File: config.mk
export PLATFORM = sky130hd
export DESIGN_NAME = ctxb_top
export DESIGN_NICKNAME = d
export VERILOG_FILES = /design/src/design/ctxb_pkg.sv /design/src/design/ctxb_top.sv
export VERILOG_INCLUDE_DIRS = /design/src /design/src/design
export SDC_FILE = /design/constraint.sdc
export NUM_CORES = 1
export LEC_CHECK = 0
export BUFFER_PORTS_ARGS = -buffer_cell sky130_fd_sc_hd__clkbuf_2
export CORE_ASPECT_RATIO = 1.75
export CORE_MARGIN = 2
export CORE_UTILIZATION = 50
export CTS_CLUSTER_SIZE = 40
export DETAILED_ROUTE_END_ITERATION = 10
export PLACE_DENSITY_LB_ADDON = 0.05
export SLEW_MARGIN = 20
export SYNTH_ARGS = -nofsm -noshare
export SYNTH_HDL_FRONTEND = slang
export SYNTH_SLANG_ARGS = --single-unit
File: constraint.sdc
create_clock -name clk -period 10.4 [get_ports clk]
set_clock_uncertainty 0.1 [all_clocks]
set_input_delay 0 -clock clk [delete_from_list [all_inputs] [get_ports clk]]
set_output_delay 0 -clock clk [all_outputs]
set_load 0.01 [all_outputs]
File: src/design/ctxb_cfg.svh
`ifndef CTXB_CFG_SVH
`define CTXB_CFG_SVH

// Word index inside one buffer window; buffer n sits at word n*16
`define CTXB_REG_CTRL 4'h0
`define CTXB_REG_IDH  4'h1
`define CTXB_REG_IDL  4'h2
`define CTXB_REG_EIDH 4'h3
`define CTXB_REG_EIDL 4'h4
`define CTXB_REG_LEN  4'h5
`define CTXB_REG_DAT0 4'h6
`define CTXB_REG_DAT7 4'hd
// Transmit error count word
`define CTXB_REG_TEC  6'h30
`define CTXB_TEC_WIN  2'h3

// Control byte fields
`define CTXB_CTRL_DONE 7
`define CTXB_CTRL_ABT  6
`define CTXB_CTRL_LARB 5
`define CTXB_CTRL_BERR 4
`define CTXB_CTRL_REQ  3

// Reset values
`define CTXB_CTRL_RST 8'h00
`define CTXB_TEC_RST  8'h00

// Counts
`define CTXB_NBUF        3
`define CTXB_REC_SEQ_CNT 128
`define CTXB_TEC_ERR_INC 8
`define CTXB_TEC_OK_DEC  1

`endif

File: src/design/ctxb_pkg.sv
`include "ctxb_cfg.svh"

package ctxb_pkg;

  typedef enum logic {
    CTXB_IDLE,
    CTXB_BUSY
  } ctxb_sched_e;

  typedef struct packed {
    logic                               waitrequest;
    logic [31:0]                        readdata;
    logic [`CTXB_NBUF-1:0]              tx_done_flag;
    logic [`CTXB_NBUF-1:0]              tx_aborted_status;
    logic [`CTXB_NBUF-1:0]              tx_lost_arbitration_status;
    logic [`CTXB_NBUF-1:0]              tx_bus_error_status;
    logic [`CTXB_NBUF-1:0]              tx_request;
    logic [`CTXB_NBUF-1:0][1:0]         tx_priority_level;
    logic [`CTXB_NBUF-1:0][7:0]         std_id_upper_bits;
    logic [`CTXB_NBUF-1:0][2:0]         std_id_lower_bits;
    logic [`CTXB_NBUF-1:0]              extended_format_select;
    logic [`CTXB_NBUF-1:0][1:0]         ext_id_bits_17_16;
    logic [`CTXB_NBUF-1:0][7:0]         ext_id_mid_byte;
    logic [`CTXB_NBUF-1:0][7:0]         ext_id_low_byte;
    logic [`CTXB_NBUF-1:0]              remote_frame_request;
    logic [`CTXB_NBUF-1:0][3:0]         dlc;
    logic [`CTXB_NBUF-1:0][7:0][7:0]    tx_payload_byte;
    ctxb_sched_e                        sched;
    logic [1:0]                         act;
    logic                               tx_valid;
    logic                               tx_abort;
    logic [28:0]                        tx_id;
    logic                               tx_ext;
    logic                               tx_rtr;
    logic [3:0]                         tx_dlc;
    logic [63:0]                        tx_data;
    logic [7:0]                         transmit_error_count_bits;
    logic                               bus_off;
    logic [6:0]                         rec_cnt;
  } ctxb_state_s;

endpackage

File: src/design/ctxb_top.sv
`timescale 1ns/1ps
`include "ctxb_cfg.svh"
// Contract
// Done flag sets when the buffer's message is sent; reads zero otherwise.
// Software may clear the done flag; writing one never sets it.
// Aborted status sets when a pending message is aborted, not sent.
// Lost-arbitration status sets when the message loses arbitration.
// Bus-error status sets when a bus error hits the message.
// Setting the request clears aborted, lost-arbitration and bus-error status.
// Request clears itself when the message is sent successfully.
// While request is set, writes to that buffer are ignored.
// Software clearing a set request asks to abort the message.
// Priority 11 is highest level 3, 00 lowest level 0.
// Priority only orders buffers, never alters the identifier.
// Id high byte is std bits 10..3 or ext bits 28..21.
// Id low byte holds std 2..0 or ext 20..18, plus ext 17..16.
// Extended select sends 29-bit id; else 11-bit, ext bits ignored.
// Two extra bytes hold ext bits 15..0, unused for standard frames.
// Each buffer owns eight data bytes for its data field.
// Remote request bit sets or clears the frame's remote bit.
// Length codes 0..8 give 0..8 bytes; 9..15 reserved.
// Unimplemented bits read zero.
// Read-only 8-bit error count, zero at reset; overflow means bus-off.
// Count clears after 128 runs of 11 recessive bits.
// Equal priorities: the higher-numbered buffer goes first.
// Count rises 8 per transmit error, falls 1 per success.

module ctxb_top (
  input  wire logic        clk,
  input  wire logic        reset_n,
  input  wire logic [5:0]  address,
  input  wire logic        read,
  input  wire logic        write,
  input  wire logic [31:0] writedata,
  input  wire logic [3:0]  byteenable,
  output logic      [31:0] readdata,
  output logic             waitrequest,
  output logic             tx_valid,
  output logic             tx_abort,
  output logic      [1:0]  tx_buffer,
  output logic      [28:0] tx_id,
  output logic             tx_ext,
  output logic             tx_rtr,
  output logic      [3:0]  tx_dlc,
  output logic      [63:0] tx_data,
  input  wire logic        tx_ok,
  input  wire logic        tx_aborted,
  input  wire logic        tx_lost_arb,
  input  wire logic        tx_bus_err,
  input  wire logic        recessive_run,
  output logic             bus_off
);

  ctxb_pkg::ctxb_state_s st_reg;
  ctxb_pkg::ctxb_state_s st_next;

  ////////////////////////////////////////////////////////////////////////
  // Helper functions

  // Register read decode
  function automatic logic [7:0] rd_byte(input ctxb_pkg::ctxb_state_s s,
                                         input logic [5:0] a);
    logic [1:0] b;
    logic [3:0] r;
    logic [7:0] v;
    b = a[5:4];
    r = a[3:0];
    v = 8'h00;
    if (a == `CTXB_REG_TEC) begin
      v = s.transmit_error_count_bits;
    end else if (b != `CTXB_TEC_WIN) begin
      // Unimplemented bits stay zero
      case (r)
        `CTXB_REG_CTRL: v = {s.tx_done_flag[b], s.tx_aborted_status[b],
                             s.tx_lost_arbitration_status[b],
                             s.tx_bus_error_status[b], s.tx_request[b],
                             1'b0, s.tx_priority_level[b]};
        `CTXB_REG_IDH:  v = s.std_id_upper_bits[b];
        `CTXB_REG_IDL:  v = {s.std_id_lower_bits[b], 1'b0,
                             s.extended_format_select[b], 1'b0,
                             s.ext_id_bits_17_16[b]};
        `CTXB_REG_EIDH: v = s.ext_id_mid_byte[b];
        `CTXB_REG_EIDL: v = s.ext_id_low_byte[b];
        `CTXB_REG_LEN:  v = {1'b0, s.remote_frame_request[b], 2'b00,
                             s.dlc[b]};
        default: begin
          if (r >= `CTXB_REG_DAT0 && r <= `CTXB_REG_DAT7) begin
            v = s.tx_payload_byte[b][3'(r - `CTXB_REG_DAT0)];
          end
        end
      endcase
    end
    return v;
  endfunction

  // Pending buffer with highest level, later index wins ties
  function automatic logic [1:0] pick(input logic [`CTXB_NBUF-1:0] rq,
                                      input logic [`CTXB_NBUF-1:0][1:0] pr);
    logic [1:0] w;
    logic [1:0] wp;
    logic       f;
    w  = 2'h0;
    wp = 2'h0;
    f  = 1'b0;
    for (int i = 0; i < `CTXB_NBUF; i++) begin
      if (rq[i] && (!f || pr[i] >= wp)) begin
        w  = 2'(i);
        wp = pr[i];
        f  = 1'b1;
      end
    end
    return w;
  endfunction

  ////////////////////////////////////////////////////////////////////////
  // Next state

  always_comb begin
    logic       wr_go;
    logic       busy;
    logic       act_b;
    logic [7:0] wd;
    logic [3:0] r;
    logic [8:0] sum;
    logic [1:0] a;
    wr_go = 1'b0;
    busy  = 1'b0;
    act_b = 1'b0;
    wd    = writedata[7:0];
    r     = address[3:0];
    sum   = 9'h000;
    a     = st_reg.act;
    st_next = st_reg;
    busy  = (st_reg.sched == ctxb_pkg::CTXB_BUSY);

    // Bus slave: one wait cycle, then a single answer cycle
    st_next.waitrequest = 1'b1;
    if ((read || write) && st_reg.waitrequest) begin
      st_next.waitrequest = 1'b0;
      st_next.readdata    = {24'h000000, rd_byte(st_reg, address)};
    end
    wr_go = write && !st_reg.waitrequest && byteenable[0];

    // Software writes, applied before hardware events so hardware events win
    for (int b = 0; b < `CTXB_NBUF; b++) begin
      act_b = busy && (st_reg.act == 2'(b));
      if (wr_go && address[5:4] == 2'(b)) begin
        if (r == `CTXB_REG_CTRL) begin
          if (st_reg.tx_request[b]) begin
            if (!wd[`CTXB_CTRL_REQ]) begin
              st_next.tx_request[b] = 1'b0;
              if (act_b) begin
                st_next.tx_abort = 1'b1;
              end else begin
                st_next.tx_aborted_status[b] = 1'b1;
              end
            end
          end else if (!act_b) begin
            if (!wd[`CTXB_CTRL_DONE]) begin
              st_next.tx_done_flag[b] = 1'b0;
            end
            st_next.tx_priority_level[b] = wd[1:0];
            if (wd[`CTXB_CTRL_REQ]) begin
              st_next.tx_request[b]                 = 1'b1;
              st_next.tx_aborted_status[b]          = 1'b0;
              st_next.tx_lost_arbitration_status[b] = 1'b0;
              st_next.tx_bus_error_status[b]        = 1'b0;
            end
          end
        end else if (!st_reg.tx_request[b] && !act_b) begin
          case (r)
            `CTXB_REG_IDH:  st_next.std_id_upper_bits[b] = wd;
            `CTXB_REG_IDL: begin
              st_next.std_id_lower_bits[b]      = wd[7:5];
              st_next.extended_format_select[b] = wd[3];
              st_next.ext_id_bits_17_16[b]      = wd[1:0];
            end
            `CTXB_REG_EIDH: st_next.ext_id_mid_byte[b] = wd;
            `CTXB_REG_EIDL: st_next.ext_id_low_byte[b] = wd;
            `CTXB_REG_LEN: begin
              st_next.remote_frame_request[b] = wd[6];
              st_next.dlc[b]                  = wd[3:0];
            end
            default: begin
              if (r >= `CTXB_REG_DAT0 && r <= `CTXB_REG_DAT7) begin
                st_next.tx_payload_byte[b][3'(r - `CTXB_REG_DAT0)] = wd;
              end
            end
          endcase
        end
      end
    end

    // Scheduler and engine results
    case (st_reg.sched)
      ctxb_pkg::CTXB_IDLE: begin
        if (|st_reg.tx_request && !st_reg.bus_off) begin
          a = pick(st_reg.tx_request, st_reg.tx_priority_level);
          st_next.act      = a;
          st_next.sched    = ctxb_pkg::CTXB_BUSY;
          st_next.tx_valid = 1'b1;
          st_next.tx_abort = 1'b0;
          st_next.tx_ext   = st_reg.extended_format_select[a];
          st_next.tx_rtr   = st_reg.remote_frame_request[a];
          st_next.tx_dlc   = st_reg.dlc[a];
          st_next.tx_data  = st_reg.tx_payload_byte[a];
          // Identifier built from id bytes only
          if (st_reg.extended_format_select[a]) begin
            st_next.tx_id = {st_reg.std_id_upper_bits[a],
                             st_reg.std_id_lower_bits[a],
                             st_reg.ext_id_bits_17_16[a],
                             st_reg.ext_id_mid_byte[a],
                             st_reg.ext_id_low_byte[a]};
          end else begin
            st_next.tx_id = {18'h00000, st_reg.std_id_upper_bits[a],
                             st_reg.std_id_lower_bits[a]};
          end
        end
      end
      ctxb_pkg::CTXB_BUSY: begin
        if (tx_ok || tx_aborted || tx_lost_arb || tx_bus_err) begin
          st_next.sched    = ctxb_pkg::CTXB_IDLE;
          st_next.tx_valid = 1'b0;
          st_next.tx_abort = 1'b0;
        end
        if (tx_ok) begin
          st_next.tx_done_flag[a] = 1'b1;
          st_next.tx_request[a]   = 1'b0;
          if (st_reg.transmit_error_count_bits != 8'h00) begin
            st_next.transmit_error_count_bits =
              st_reg.transmit_error_count_bits - 8'(`CTXB_TEC_OK_DEC);
          end
        end else if (tx_aborted) begin
          st_next.tx_aborted_status[a] = 1'b1;
          st_next.tx_request[a]        = 1'b0;
        end else if (tx_lost_arb) begin
          st_next.tx_lost_arbitration_status[a] = 1'b1;
        end else if (tx_bus_err) begin
          st_next.tx_bus_error_status[a] = 1'b1;
          sum = {1'b0, st_reg.transmit_error_count_bits} + 9'(`CTXB_TEC_ERR_INC);
          if (sum[8]) begin
            st_next.transmit_error_count_bits = 8'hff;
            st_next.bus_off                   = 1'b1;
          end else begin
            st_next.transmit_error_count_bits = sum[7:0];
          end
        end
      end
      default: begin
        st_next.sched    = ctxb_pkg::CTXB_IDLE;
        st_next.tx_valid = 1'b0;
      end
    endcase

    // Bus-off recovery on recessive runs
    if (st_reg.bus_off && recessive_run) begin
      if (st_reg.rec_cnt == 7'(`CTXB_REC_SEQ_CNT - 1)) begin
        st_next.transmit_error_count_bits = `CTXB_TEC_RST;
        st_next.bus_off                   = 1'b0;
        st_next.rec_cnt                   = 7'h00;
      end else begin
        st_next.rec_cnt = st_reg.rec_cnt + 7'h01;
      end
    end
  end

  ////////////////////////////////////////////////////////////////////////
  // State register

  always_ff @(posedge clk or negedge reset_n) begin
    if (!reset_n) begin
      st_reg             <= '0;
      st_reg.waitrequest <= 1'b1;
    end else begin
      st_reg <= st_next;
    end
  end

  // Outputs straight from the state flops
  assign readdata    = st_reg.readdata;
  assign waitrequest = st_reg.waitrequest;
  assign tx_valid    = st_reg.tx_valid;
  assign tx_abort    = st_reg.tx_abort;
  assign tx_buffer   = st_reg.act;
  assign tx_id       = st_reg.tx_id;
  assign tx_ext      = st_reg.tx_ext;
  assign tx_rtr      = st_reg.tx_rtr;
  assign tx_dlc      = st_reg.tx_dlc;
  assign tx_data     = st_reg.tx_data;
  assign bus_off     = st_reg.bus_off;

  logic busy_chk;
  logic ctrl0_wr;
  assign busy_chk = (st_reg.sched == ctxb_pkg::CTXB_BUSY);
  assign ctrl0_wr = write && !waitrequest && byteenable[0] && address == 6'h00;
endmodule

==> impl_metrics.ini, run 1 <==
[run_status]
status = complete, no violations

[floorplan]
coreArea_um2 = 47500
rows = 106
chipWidth_um = 169
ioPinCount = 188
fp.dieH_um = 293
dieArea_um2 = 49600
initial_utilization = 0.503

[critical_path]
endpoint_kind = flip-flop
slowest_stage = buf_4
reg2regPathDepth = 14
cp_cell_sequence = and2_1 > ha_1 > nor2b_1 > a2bb2oi_4 > buf_4 > nor2_1 > a31oi_1 > ha_1 > a21boi_0 > o31ai_4 > buf_12 > mux2i_1 > mux2_2 > o21ai_0
crit_required_ns = 10.70
crit_path_start_kind = flip-flop
r2r_slack_ns = 4.75
slowest_delay_ns = 0.77
cp_common_cell = ha_1
reg2reg_from = st_reg[423]$_DFF_PN0_
r2r-end = tx_id[1]$_DFFE_PN0P_
worstPathArrival_ns = 5.95
crit_type = reg -> reg
crit_fanout = 176

[timing]
period_needed_ns = 5.65
slew_violations = 0
finalSetupViolations = 0
hold_viol = 0
finalCritPeriodShare = 0.543
worstMarginPinSlew_ns = 1.13
grt_setup_unrepaired = no
fin_setup_tns_ns = 0
fin_ws_ns = 4.75
fmax_mhz = 177
max-slew-margin-rel = 0.249

[global_route]
gr-total-overflow = 0
grt_max_degree = 177
antenna_found_initial = 1
grt_pass1_vias = 16800
gr-usage-all-layers = 0.274
grt_pass1_wl_mm = 104

[routing]
ant_nets = 0
via_count = 16300
drc = 0
wl_per_cell_um = 25.2
drt-initial-drc-count = 992
firstDrtPassIters = 5
vias_per_cell = 6.06
drt-total-wl_mm = 67.9

[final_layout]
drive_gt1_frac = 0.288
fin_nets = 2139
n_antenna_cell = 0
seqCellArea_um2 = 11200
design_area_um2 = 25600
fill_cells = 4197
multi_input_area_um2 = 11200
largest_register_ffs = 333
area_growth_pct = 7.35

[synthesis]
synthCells = 2116
synth_top_cell_area_share = 0.468
synthArstFlopShare = 1.00
synth_area_leader_cell = dfrtp_1
yosys_warnings = 0
synth_edf_count = 0
synth.distinct_cells = 69
syn-cell-area_um2 = 23900
ys_seq_area_frac = 0.469
synth_flop_cell = dfrtp_1
ys_ff_latch = 447
synthTopCellsByArea = dfrtp_1 (47%), mux2_2 (16%), mux2i_1 (7.5%)
syn_avg_cell_area_um2 = 11.3

[clock_network]
clk_pin_slew_ns = 0.06
cts_root_buf = clkbuf_16
cts_tree = built
clock_path_buffers = 3
cts_htree_levels = 2
post_cts_buffers = 0
clk-insertion-delay-late_ns = 0.57
numCtsBuffers = 44
cts.sinks = 447

[pwr]
clkPwrFrac = 0.343
seqPwrFrac = 0.458
p_per_area_nw_per_um2 = 180
leakage_nw = 13.3
comb_power_share = 0.199
swShare = 0.308
p_int_mw = 3.19
switchingPower_mw = 1.42
irDropWorstVdd_uv = 122
total_power_mw = 4.61

[placement]
pre_cts_ws_ns = 4.74
dp_hpwl_mm = 43.1
routabilityCongestion = 0.865
place_area_um2 = 24100
port_buffers = 136

[min_path]
hp-class = in -> reg
worstHoldEndpoint = st_reg[423]$_DFF_PN0_
min_from = address[5]
hold_path_depth = 4

[flow_run]
drv_cap = 0
==> power by group through the flow <==
stage          Combinational, mW  Clock [mW]  Sequential [mW]
6_report                   0.919        1.58             2.11
5_1_grt                     1.00        1.68             2.14
3_3_place_gp               0.910           0             2.13
4_1_cts                    0.931        1.62             2.11
3_5_place_dp               0.922           0             2.14
2_1_floorplan              0.764           0             2.07
==> critical path: cells and delay by family, from the launching register on <==
family | cells | cell delay, ns
adders and majority gates | 2 | 0.48
DFF | 1 | 0.60
AOI/OAI and AO/OA | 5 | 1.45
buffers and inverters | 2 | 1.44
muxes | 2 | 0.77
and+or+nand+nor | 3 | 0.51
==> worst max path at each step <==
stage                                     start               endpoint  slack, ns  cells after the start
after global placement    st_reg[423]$_DFF_PN0_   tx_id[1]$_DFFE_PN0P_       4.67                     14
after detailed placement  st_reg[423]$_DFF_PN0_   tx_id[1]$_DFFE_PN0P_       4.74                     14
final                     st_reg[423]$_DFF_PN0_   tx_id[1]$_DFFE_PN0P_       4.75                     14
after floorplan           st_reg[423]$_DFF_PN0_  tx_id[27]$_DFFE_PN0P_       6.41                     16
after global routing      st_reg[423]$_DFF_PN0_   tx_id[2]$_DFFE_PN0P_       4.48                     14
after CTS                 st_reg[423]$_DFF_PN0_   tx_id[1]$_DFFE_PN0P_       4.69                     14
==> area by class of cell <==
class | instances | share of cell area
Sequential cell | 447 | 0.437
Tap cell | 594 | 0.0290
Multi-Input combinational cell | 1395 | 0.436
Timing Repair Buffer | 172 | 0.0417
Clock inverter | 9 | 0.00220
Inverter | 15 | 0.00220
Clock buffer | 67 | 0.0522
==> placed cells by master, fill, tap and decap left out, drive strengths merged, types with 10 or more instances in the layout <==
master and instances:
dfrtp 446, mux2 349, clkbuf 201, mux2i 178, nand2 162, nor2 135
o21ai 100, a211oi 69, a21o 68, o2bb2ai 36, a21oi 33, a221oi 27
buf 27, o31ai 26, a22oi 25, conb 24, nand3 21, inv 18
nor3 14, ha 13, dlygate4sd3 11, or3 11, and3 10
==> metal layers <==
layer / vias up / track usage / wire length (um)
met3: 103 / 0.0291 / 2460
met1: 8431 / 0.333 / 27000
met5: - / 0 / 15
li1: 7444 / - / -
met2: 368 / 0.506 / 36300
met4: 2 / 0.0878 / 2070
==> Yosys cell counts, types with 3 or more instances <==
cell and count:
dfrtp_1 446, mux2_2 333, mux2i_1 178, nand2_1 159, buf_4 135, clkbuf_1 115
nor2_1 111, o21ai_0 93, a211oi_1 69, a21o_1 68, o2bb2ai_1 36, a21oi_1 33
a221oi_1 27, a22oi_1 25, o31ai_1 25, nand3_1 21, buf_2 19, mux2_1 16
nor2_4 16, inv_1 14, buf_1 13, ha_1 13, nor3_1 12, or3_1 11
and3_1 10, nand2b_1 9, a22o_1 8, nor2_8 8, a31oi_1 7, nand4_1 7
o21ai_1 7, and2_1 6, mux4_2 6, nand3b_1 6, o211ai_1 4, a32o_1 3
nor2b_1 3, xnor2_1 3, xor2_1 3
==> repair_timing <==
action,4_1_cts,5_1_grt
hold buffers,12,0
setup endpoints to repair,0,0
hold endpoints to repair,111,0
resized for setup,0,0
==> kinds of logic (layout without fill, tap and decap cells) <==
logic type / Yosys count / in the layout / synth area share
AOI/OAI and AO/OA: 426 / 426 / 0.125
xor gates and xnor gates: 6 / 6 / 0.00220
adders and majority gates: 13 / 13 / 0.00681
buffers and inverters: 297 / 263 / 0.0689
DFF: 447 / 447 / 0.469
muxes: 533 / 533 / 0.245
other: 1 / 24 / 0.000157
and+or+nand+nor: 393 / 393 / 0.0832
==> stage by stage <==
step,util,hold WS (ns),cells
2_1_floorplan,-,-0.396,2139
3_3_place_gp,0.507,-0.0959,2611
3_5_place_dp,0.507,-0.0914,2611
4_1_cts,0.540,0.00637,2699
5_1_grt,0.540,0.0899,2699
6_report,0.540,0.0673,2699
(Power assumes the default switching activity.)
==> run 2: changes to the inputs <==
==> constraint.sdc (replaced) <==
create_clock -name clk -period 4.9 [get_ports clk]
set_clock_uncertainty 0.1 [all_clocks]
set_input_delay 0 -clock clk [delete_from_list [all_inputs] [get_ports clk]]
set_output_delay 0 -clock clk [all_outputs]
set_load 0.01 [all_outputs]
==> impl_metrics.ini, run 2 (synthesized netlist as in run 1, its figures left out) <==
[min_path]
hp-class = in -> async

[placement]
place_area_um2 = 24200
dp_hpwl_mm = 44.9
routabilityCongestion = 0.842
port_buffers = 136

[pwr]
irDropWorstVdd_uv = 349
leakage_nw = 13.4
p_per_area_nw_per_um2 = 393

[critical_path]
endpoint_kind = flip-flop
crit_path_start_kind = flip-flop
crit_fanout = 93
reg2reg_from = st_reg[423]$_DFF_PN0_
worstPathArrival_ns = 4.38
crit_required_ns = 5.30
crit_type = reg -> reg
crit_start = st_reg[423]$_DFF_PN0_

[global_route]
grt_max_degree = 137
grt_pass1_wl_mm = 104
grt_pass1_vias = 16600
antenna_found_initial = 0
gr-usage-all-layers = 0.275
gr-total-overflow = 0

[flow_run]
drv_cap = 0

[final_layout]
fill_cells = 4194
design_area_um2 = 26000
n_antenna_cell = 0
drive_gt1_frac = 0.295
final_common_cell = dfrtp_1
largest_register_ffs = 333
mostFrequentLayoutCells = dfrtp_1 (446), mux2_2 (333), mux2i_1 (177)
fin_util = 0.547
fin_nets = 2155
area_growth_pct = 8.77

[routing]
drt-initial-drc-count = 1052
ant_nets = 0
firstDrtPassIters = 5
drc = 0
vias_per_cell = 6.04
drt-total-wl_mm = 68.3
via_count = 16400
wl_per_cell_um = 25.1

[clock_network]
numCtsBuffers = 45
clk-insertion-delay-late_ns = 0.57
cts.sinks = 447
cts_tree = built
cts_htree_levels = 2
cts_root_buf = clkbuf_16
clk_pin_slew_ns = 0.06
clock_path_buffers = 3

[floorplan]
rows = 106
coreArea_um2 = 47500
fp.dieH_um = 293
ioPinCount = 188
dieArea_um2 = 49600
chipWidth_um = 169
initial_utilization = 0.503

[timing]
finalCritPeriodShare = 0.812
max-slew-margin-rel = 0.254
fin_setup_tns_ns = 0
slew_violations = 0
period_needed_ns = 3.98
hold_viol = 0
grt_setup_unrepaired = no
worstMarginPinSlew_ns = 1.12
finalSetupViolations = 0
fmax_mhz = 251

[run_status]
status = complete, no violations
run 2: cell types whose count changed in the layout (fill, tap and decap cells not counted), moves of 3 or more:
| cell | delta |
|---|---|
| bufinv_16 | +7 |
| clkbuf_8 | -4 |
| clkinv_2 | +3 |
| clkbuf_1 | -3 |
| buf_4 | +12 |
run 2: layer usage:
layer  track usage  up-vias  share of wire
li1              -     7452              -
met1         0.324     8432           0.39
met2         0.500      397           0.53
met3        0.0304      137          0.034
met4         0.126        0          0.050
met5             0        -              0
run 2: metrics by stage:
| step | instances | total power, mW | hold slack (ns) | setup slack, ns |
|---|---|---|---|---|
| CTS | 2717 | 10.3 | 0.0205 | 0.908 |
| floorplan | 2139 | 6.02 | -0.396 | 0.905 |
| global placement | 2624 | 6.48 | 0.0347 | 1.01 |
| detailed placement | 2624 | 6.52 | 0.0560 | 0.934 |
| finish | 2718 | 10.2 | 0.000736 | 0.923 |
| global route | 2718 | 10.6 | 0.0495 | 0.623 |
run 2: what timing repair did:
item / in CTS / in global routing
setup buffers: 0 / 0
gates resized for setup: 0 / 0
endpoints found under the hold margin: 145 / 0
hold buffers: 13 / 0
run 2: worst max-delay path, cell delays in order, from the launching register on:
cell,delay (ns)
dfrtp_1,0.57
and2_1,0.22
ha_1,0.23
nor2b_1,0.19
a2bb2oi_4,0.22
nor2_1,0.06
a31oi_1,0.16
ha_1,0.25
a21boi_0,0.16
o31ai_4,0.41
buf_12,0.42
buf_4,0.37
nor2_1,0.07
a211oi_1,0.31
a21o_1,0.12
run 2: final timing paths:
path	to	slack [ns]	cells after the start
setup reg to reg	tx_data[42]$_DFFE_PN0P_	0.92	14
min in group clk	st_reg[423]$_DFF_PN0_	0.03	3
hold reg to reg	tx_data[19]$_DFFE_PN0P_	0.37	1
hold / removal	tx_id[23]$_DFFE_PN0P_	0.0007	2
max in group asynchronous	st_reg[294]$_DFFE_PN0P_	3.25	3
setup / recovery	tx_data[42]$_DFFE_PN0P_	0.92	14
run 2: where the power goes:
| part | switching, mW | internal (mW) | leakage [nW] |
|---|---|---|---|
| Clock | 1.49 | 2.25 | 0.790 |
| Combinational | 1.20 | 0.780 | 6.52 |
| Sequential | 0.353 | 4.12 | 6.13 |
run 2: layout make-up:
class | count | area, um^2 | area share
multi-input combinational | 1395 | 11200 | 0.430
clock inverter | 18 | 272 | 0.0105
clock buffer | 62 | 1320 | 0.0509
inverter | 15 | 56.3 | 0.00217
timing repair buffer | 187 | 1210 | 0.0465
sequential | 447 | 11200 | 0.431
tap | 594 | 743 | 0.0286
==> run 3: changes to the inputs <==
--- a/config.mk
+++ b/config.mk
@@ -6,6 +6,7 @@
 export SDC_FILE = /design/constraint.sdc
 export NUM_CORES = 1
 export LEC_CHECK = 0
+export ABC_AREA = 1
 export BUFFER_PORTS_ARGS = -buffer_cell sky130_fd_sc_hd__clkbuf_2
 export CORE_ASPECT_RATIO = 1.75
 export CORE_MARGIN = 2
==> constraint.sdc (replaced) <==
create_clock -name clk -period 3.5 [get_ports clk]
set_clock_uncertainty 0.1 [all_clocks]
set_input_delay 0 -clock clk [delete_from_list [all_inputs] [get_ports clk]]
set_output_delay 0 -clock clk [all_outputs]
set_load 0.01 [all_outputs]
==> impl_metrics.ini, run 3 <==
[critical_path]
endpoint = tx_id[11]$_DFFE_PN0P_
reg2reg_from = st_reg[423]$_DFF_PN0_
crit_start = st_reg[423]$_DFF_PN0_
reg2regPathDepth = 16
r2r-end = tx_id[11]$_DFFE_PN0P_
crit_path_start_kind = flip-flop
crit_fanout = 8
endpoint_kind = flip-flop
r2r_slack_ns = 0.27
crit_required_ns = 3.83
crit_type = reg -> reg
worstPathArrival_ns = 3.56

[flow_run]
drv_cap = 0

[synthesis]
synthCells = 2966
ys_seq_area_frac = 0.488
synth.distinct_cells = 39
synth_area_leader_cell = dfrtp_1
yosys_warnings = 0
syn_avg_cell_area_um2 = 7.72
yosysMostFrequentCell = nand2_1
synth_flop_cell = dfrtp_1
synthArstFlopShare = 1.00
syn-cell-area_um2 = 22900
synth_common_cells = nand2_1 (947), o21ai_0 (452), dfrtp_1 (446), nand3_1 (282), inv_1 (143)
synth_top_cell_area_share = 0.487
synth_edf_count = 0
ys_ff_latch = 447
synthTopCellsByArea = dfrtp_1 (49%), nand2_1 (16%), o21ai_0 (9.9%)

[routing]
drt-initial-drc-count = 1728
vias_per_cell = 5.82
drt-total-wl_mm = 77.3
ant_nets = 0
wl_per_cell_um = 21.8
drc = 0
firstDrtPassIters = 6
via_count = 20700

[pwr]
p_per_area_nw_per_um2 = 572
swShare = 0.334
clkPwrFrac = 0.339
p_int_mw = 9.54
comb_power_share = 0.220
leakage_nw = 11.9
seqPwrFrac = 0.441
switchingPower_mw = 4.78
irDropWorstVdd_uv = 563

[clock_network]
cts_htree_levels = 2
post_cts_buffers = 0
numCtsBuffers = 44
clk_pin_slew_ns = 0.06
clk-insertion-delay-late_ns = 0.59
clock_path_buffers = 3
cts.sinks = 447
cts_root_buf = clkbuf_16
cts_tree = built

[timing]
worstMarginPinSlew_ns = 1.09
period_needed_ns = 3.23
hold_viol = 0
max-slew-margin-rel = 0.270
finalCritPeriodShare = 0.924
fin_setup_tns_ns = 0
finalSetupViolations = 0
slew_violations = 0
fmax_mhz = 309
grt_setup_unrepaired = no

[global_route]
gr-usage-all-layers = 0.322
grt_pass1_wl_mm = 119
grt_pass1_vias = 20000
grt_max_degree = 104
gr-total-overflow = 0
antenna_found_initial = 1

[final_layout]
mostFrequentLayoutCells = nand2_1 (945), o21ai_0 (452), dfrtp_1 (446)
layoutNonFillerInstCount = 3554
fill_cells = 4290
final_common_cell = nand2_1
fin_nets = 3006
largest_register_ffs = 333
drive_gt1_frac = 0.0995
area_growth_pct = 9.29

[floorplan]
ioPinCount = 188
initial_utilization = 0.506
fp.dieH_um = 287
chipWidth_um = 166
coreArea_um2 = 45200
dieArea_um2 = 47600
rows = 103

[placement]
routabilityCongestion = 0.907
placed_cells = 3451
port_buffers = 136
dp_hpwl_mm = 49.3

[run_status]
status = complete, no violations

[min_path]
hp-class = in -> async
## run 3: how the worst min path moves through the flow
stage,startpoint,endpoint
final,reset_n,bus_off$_DFF_PN0_
after global routing,writedata[1],st_reg[368]$_DFFE_PN0P_
after CTS,writedata[6],st_reg[286]$_DFFE_PN0P_
after detailed placement,reset_n,st_reg[4]$_DFFE_PN0P_
after global placement,reset_n,st_reg[4]$_DFFE_PN0P_
after floorplan,reset_n,bus_off$_DFF_PN0_
## run 3: power by group through the flow
| stage | combinational [mW] | clock, mW | sequential [mW] |
|---|---|---|---|
| 5_1_grt | 3.48 | 5.10 | 6.39 |
| 3_5_place_dp | 3.11 | 0 | 6.40 |
| 6_report | 3.15 | 4.86 | 6.32 |
| 2_1_floorplan | 2.30 | 0 | 6.21 |
| 3_3_place_gp | 3.06 | 0 | 6.39 |
| 4_1_cts | 3.15 | 4.94 | 6.31 |
## run 3: layout make-up
| cell class | instances | area (um^2) | share of cell area |
|---|---|---|---|
| well taps | 577 | 722 | 0.0288 |
| multi-input cells | 2074 | 9540 | 0.381 |
| repair buffers | 224 | 1580 | 0.0632 |
| diodes | 1 | 2.50 | 0.000100 |
| flip-flops and latches | 447 | 11200 | 0.447 |
| clock inverters | 12 | 165 | 0.00660 |
| clock buffers | 68 | 1270 | 0.0508 |
| inverters | 151 | 567 | 0.0226 |
## run 3: what timing repair did
item | CTS | global route
resized for setup | 0 | 1
endpoints found under the hold margin | 358 | 0
hold buffers | 22 | 0
setup endpoints to repair | 0 | 63
## run 3: cell families (layout without fill, tap and decap cells)
logic type               Yosys count  in the layout  share of synthesized area
XOR/XNOR                           7              7                    0.00268
adder cells (fa/ha/maj)           13             13                    0.00710
buffers and inverters            468            455                      0.101
AND/OR/NAND/NOR                 1393           1393                      0.247
flip-flops                       447            447                      0.488
AO/OA/AOI/OAI                    637            637                      0.153
other                              1             25                   0.000164
## run 3: layer usage
metal  up-vias  part of all wire  GRT usage
met4         0             0.067      0.199
li1       9558                 -          -
met3       218             0.065     0.0372
met5         -                 0          0
met2       957              0.50      0.559
met1      9957              0.37      0.383
## run 3: metrics by stage
| step | power (mW) | setup slack, ns | instance area, um^2 | util | hold slack [ns] |
|---|---|---|---|---|---|
| 2_1_floorplan | 8.50 | 0.102 | 23000 | - | -0.396 |
| 3_3_place_gp | 9.45 | 0.416 | 23400 | 0.517 | 0.0161 |
| 3_5_place_dp | 9.51 | 0.378 | 23400 | 0.517 | 0.00934 |
| 4_1_cts | 14.4 | 0.0596 | 25000 | 0.553 | 0.00753 |
| 5_1_grt | 15.0 | 0.0480 | 25000 | 0.553 | 0.0607 |
| 6_report | 14.3 | 0.267 | 25000 | 0.553 | 0.000967 |
## run 3: critical path, stage by stage (launching register included)
cell and delay (ns):
dfrtp_1 0.43, nand2_1 0.09, inv_1 0.06, ha_1 0.26, o21ai_0 0.20, nand2_1 0.12, nand2_4 0.09, nand2_1 0.05
o21ai_0 0.07, ha_1 0.25, o21ai_0 0.18, nand2_1 0.10, nand2_2 0.16, inv_2 0.11, buf_4 0.18, o21ai_0 0.49
o21ai_0 0.17
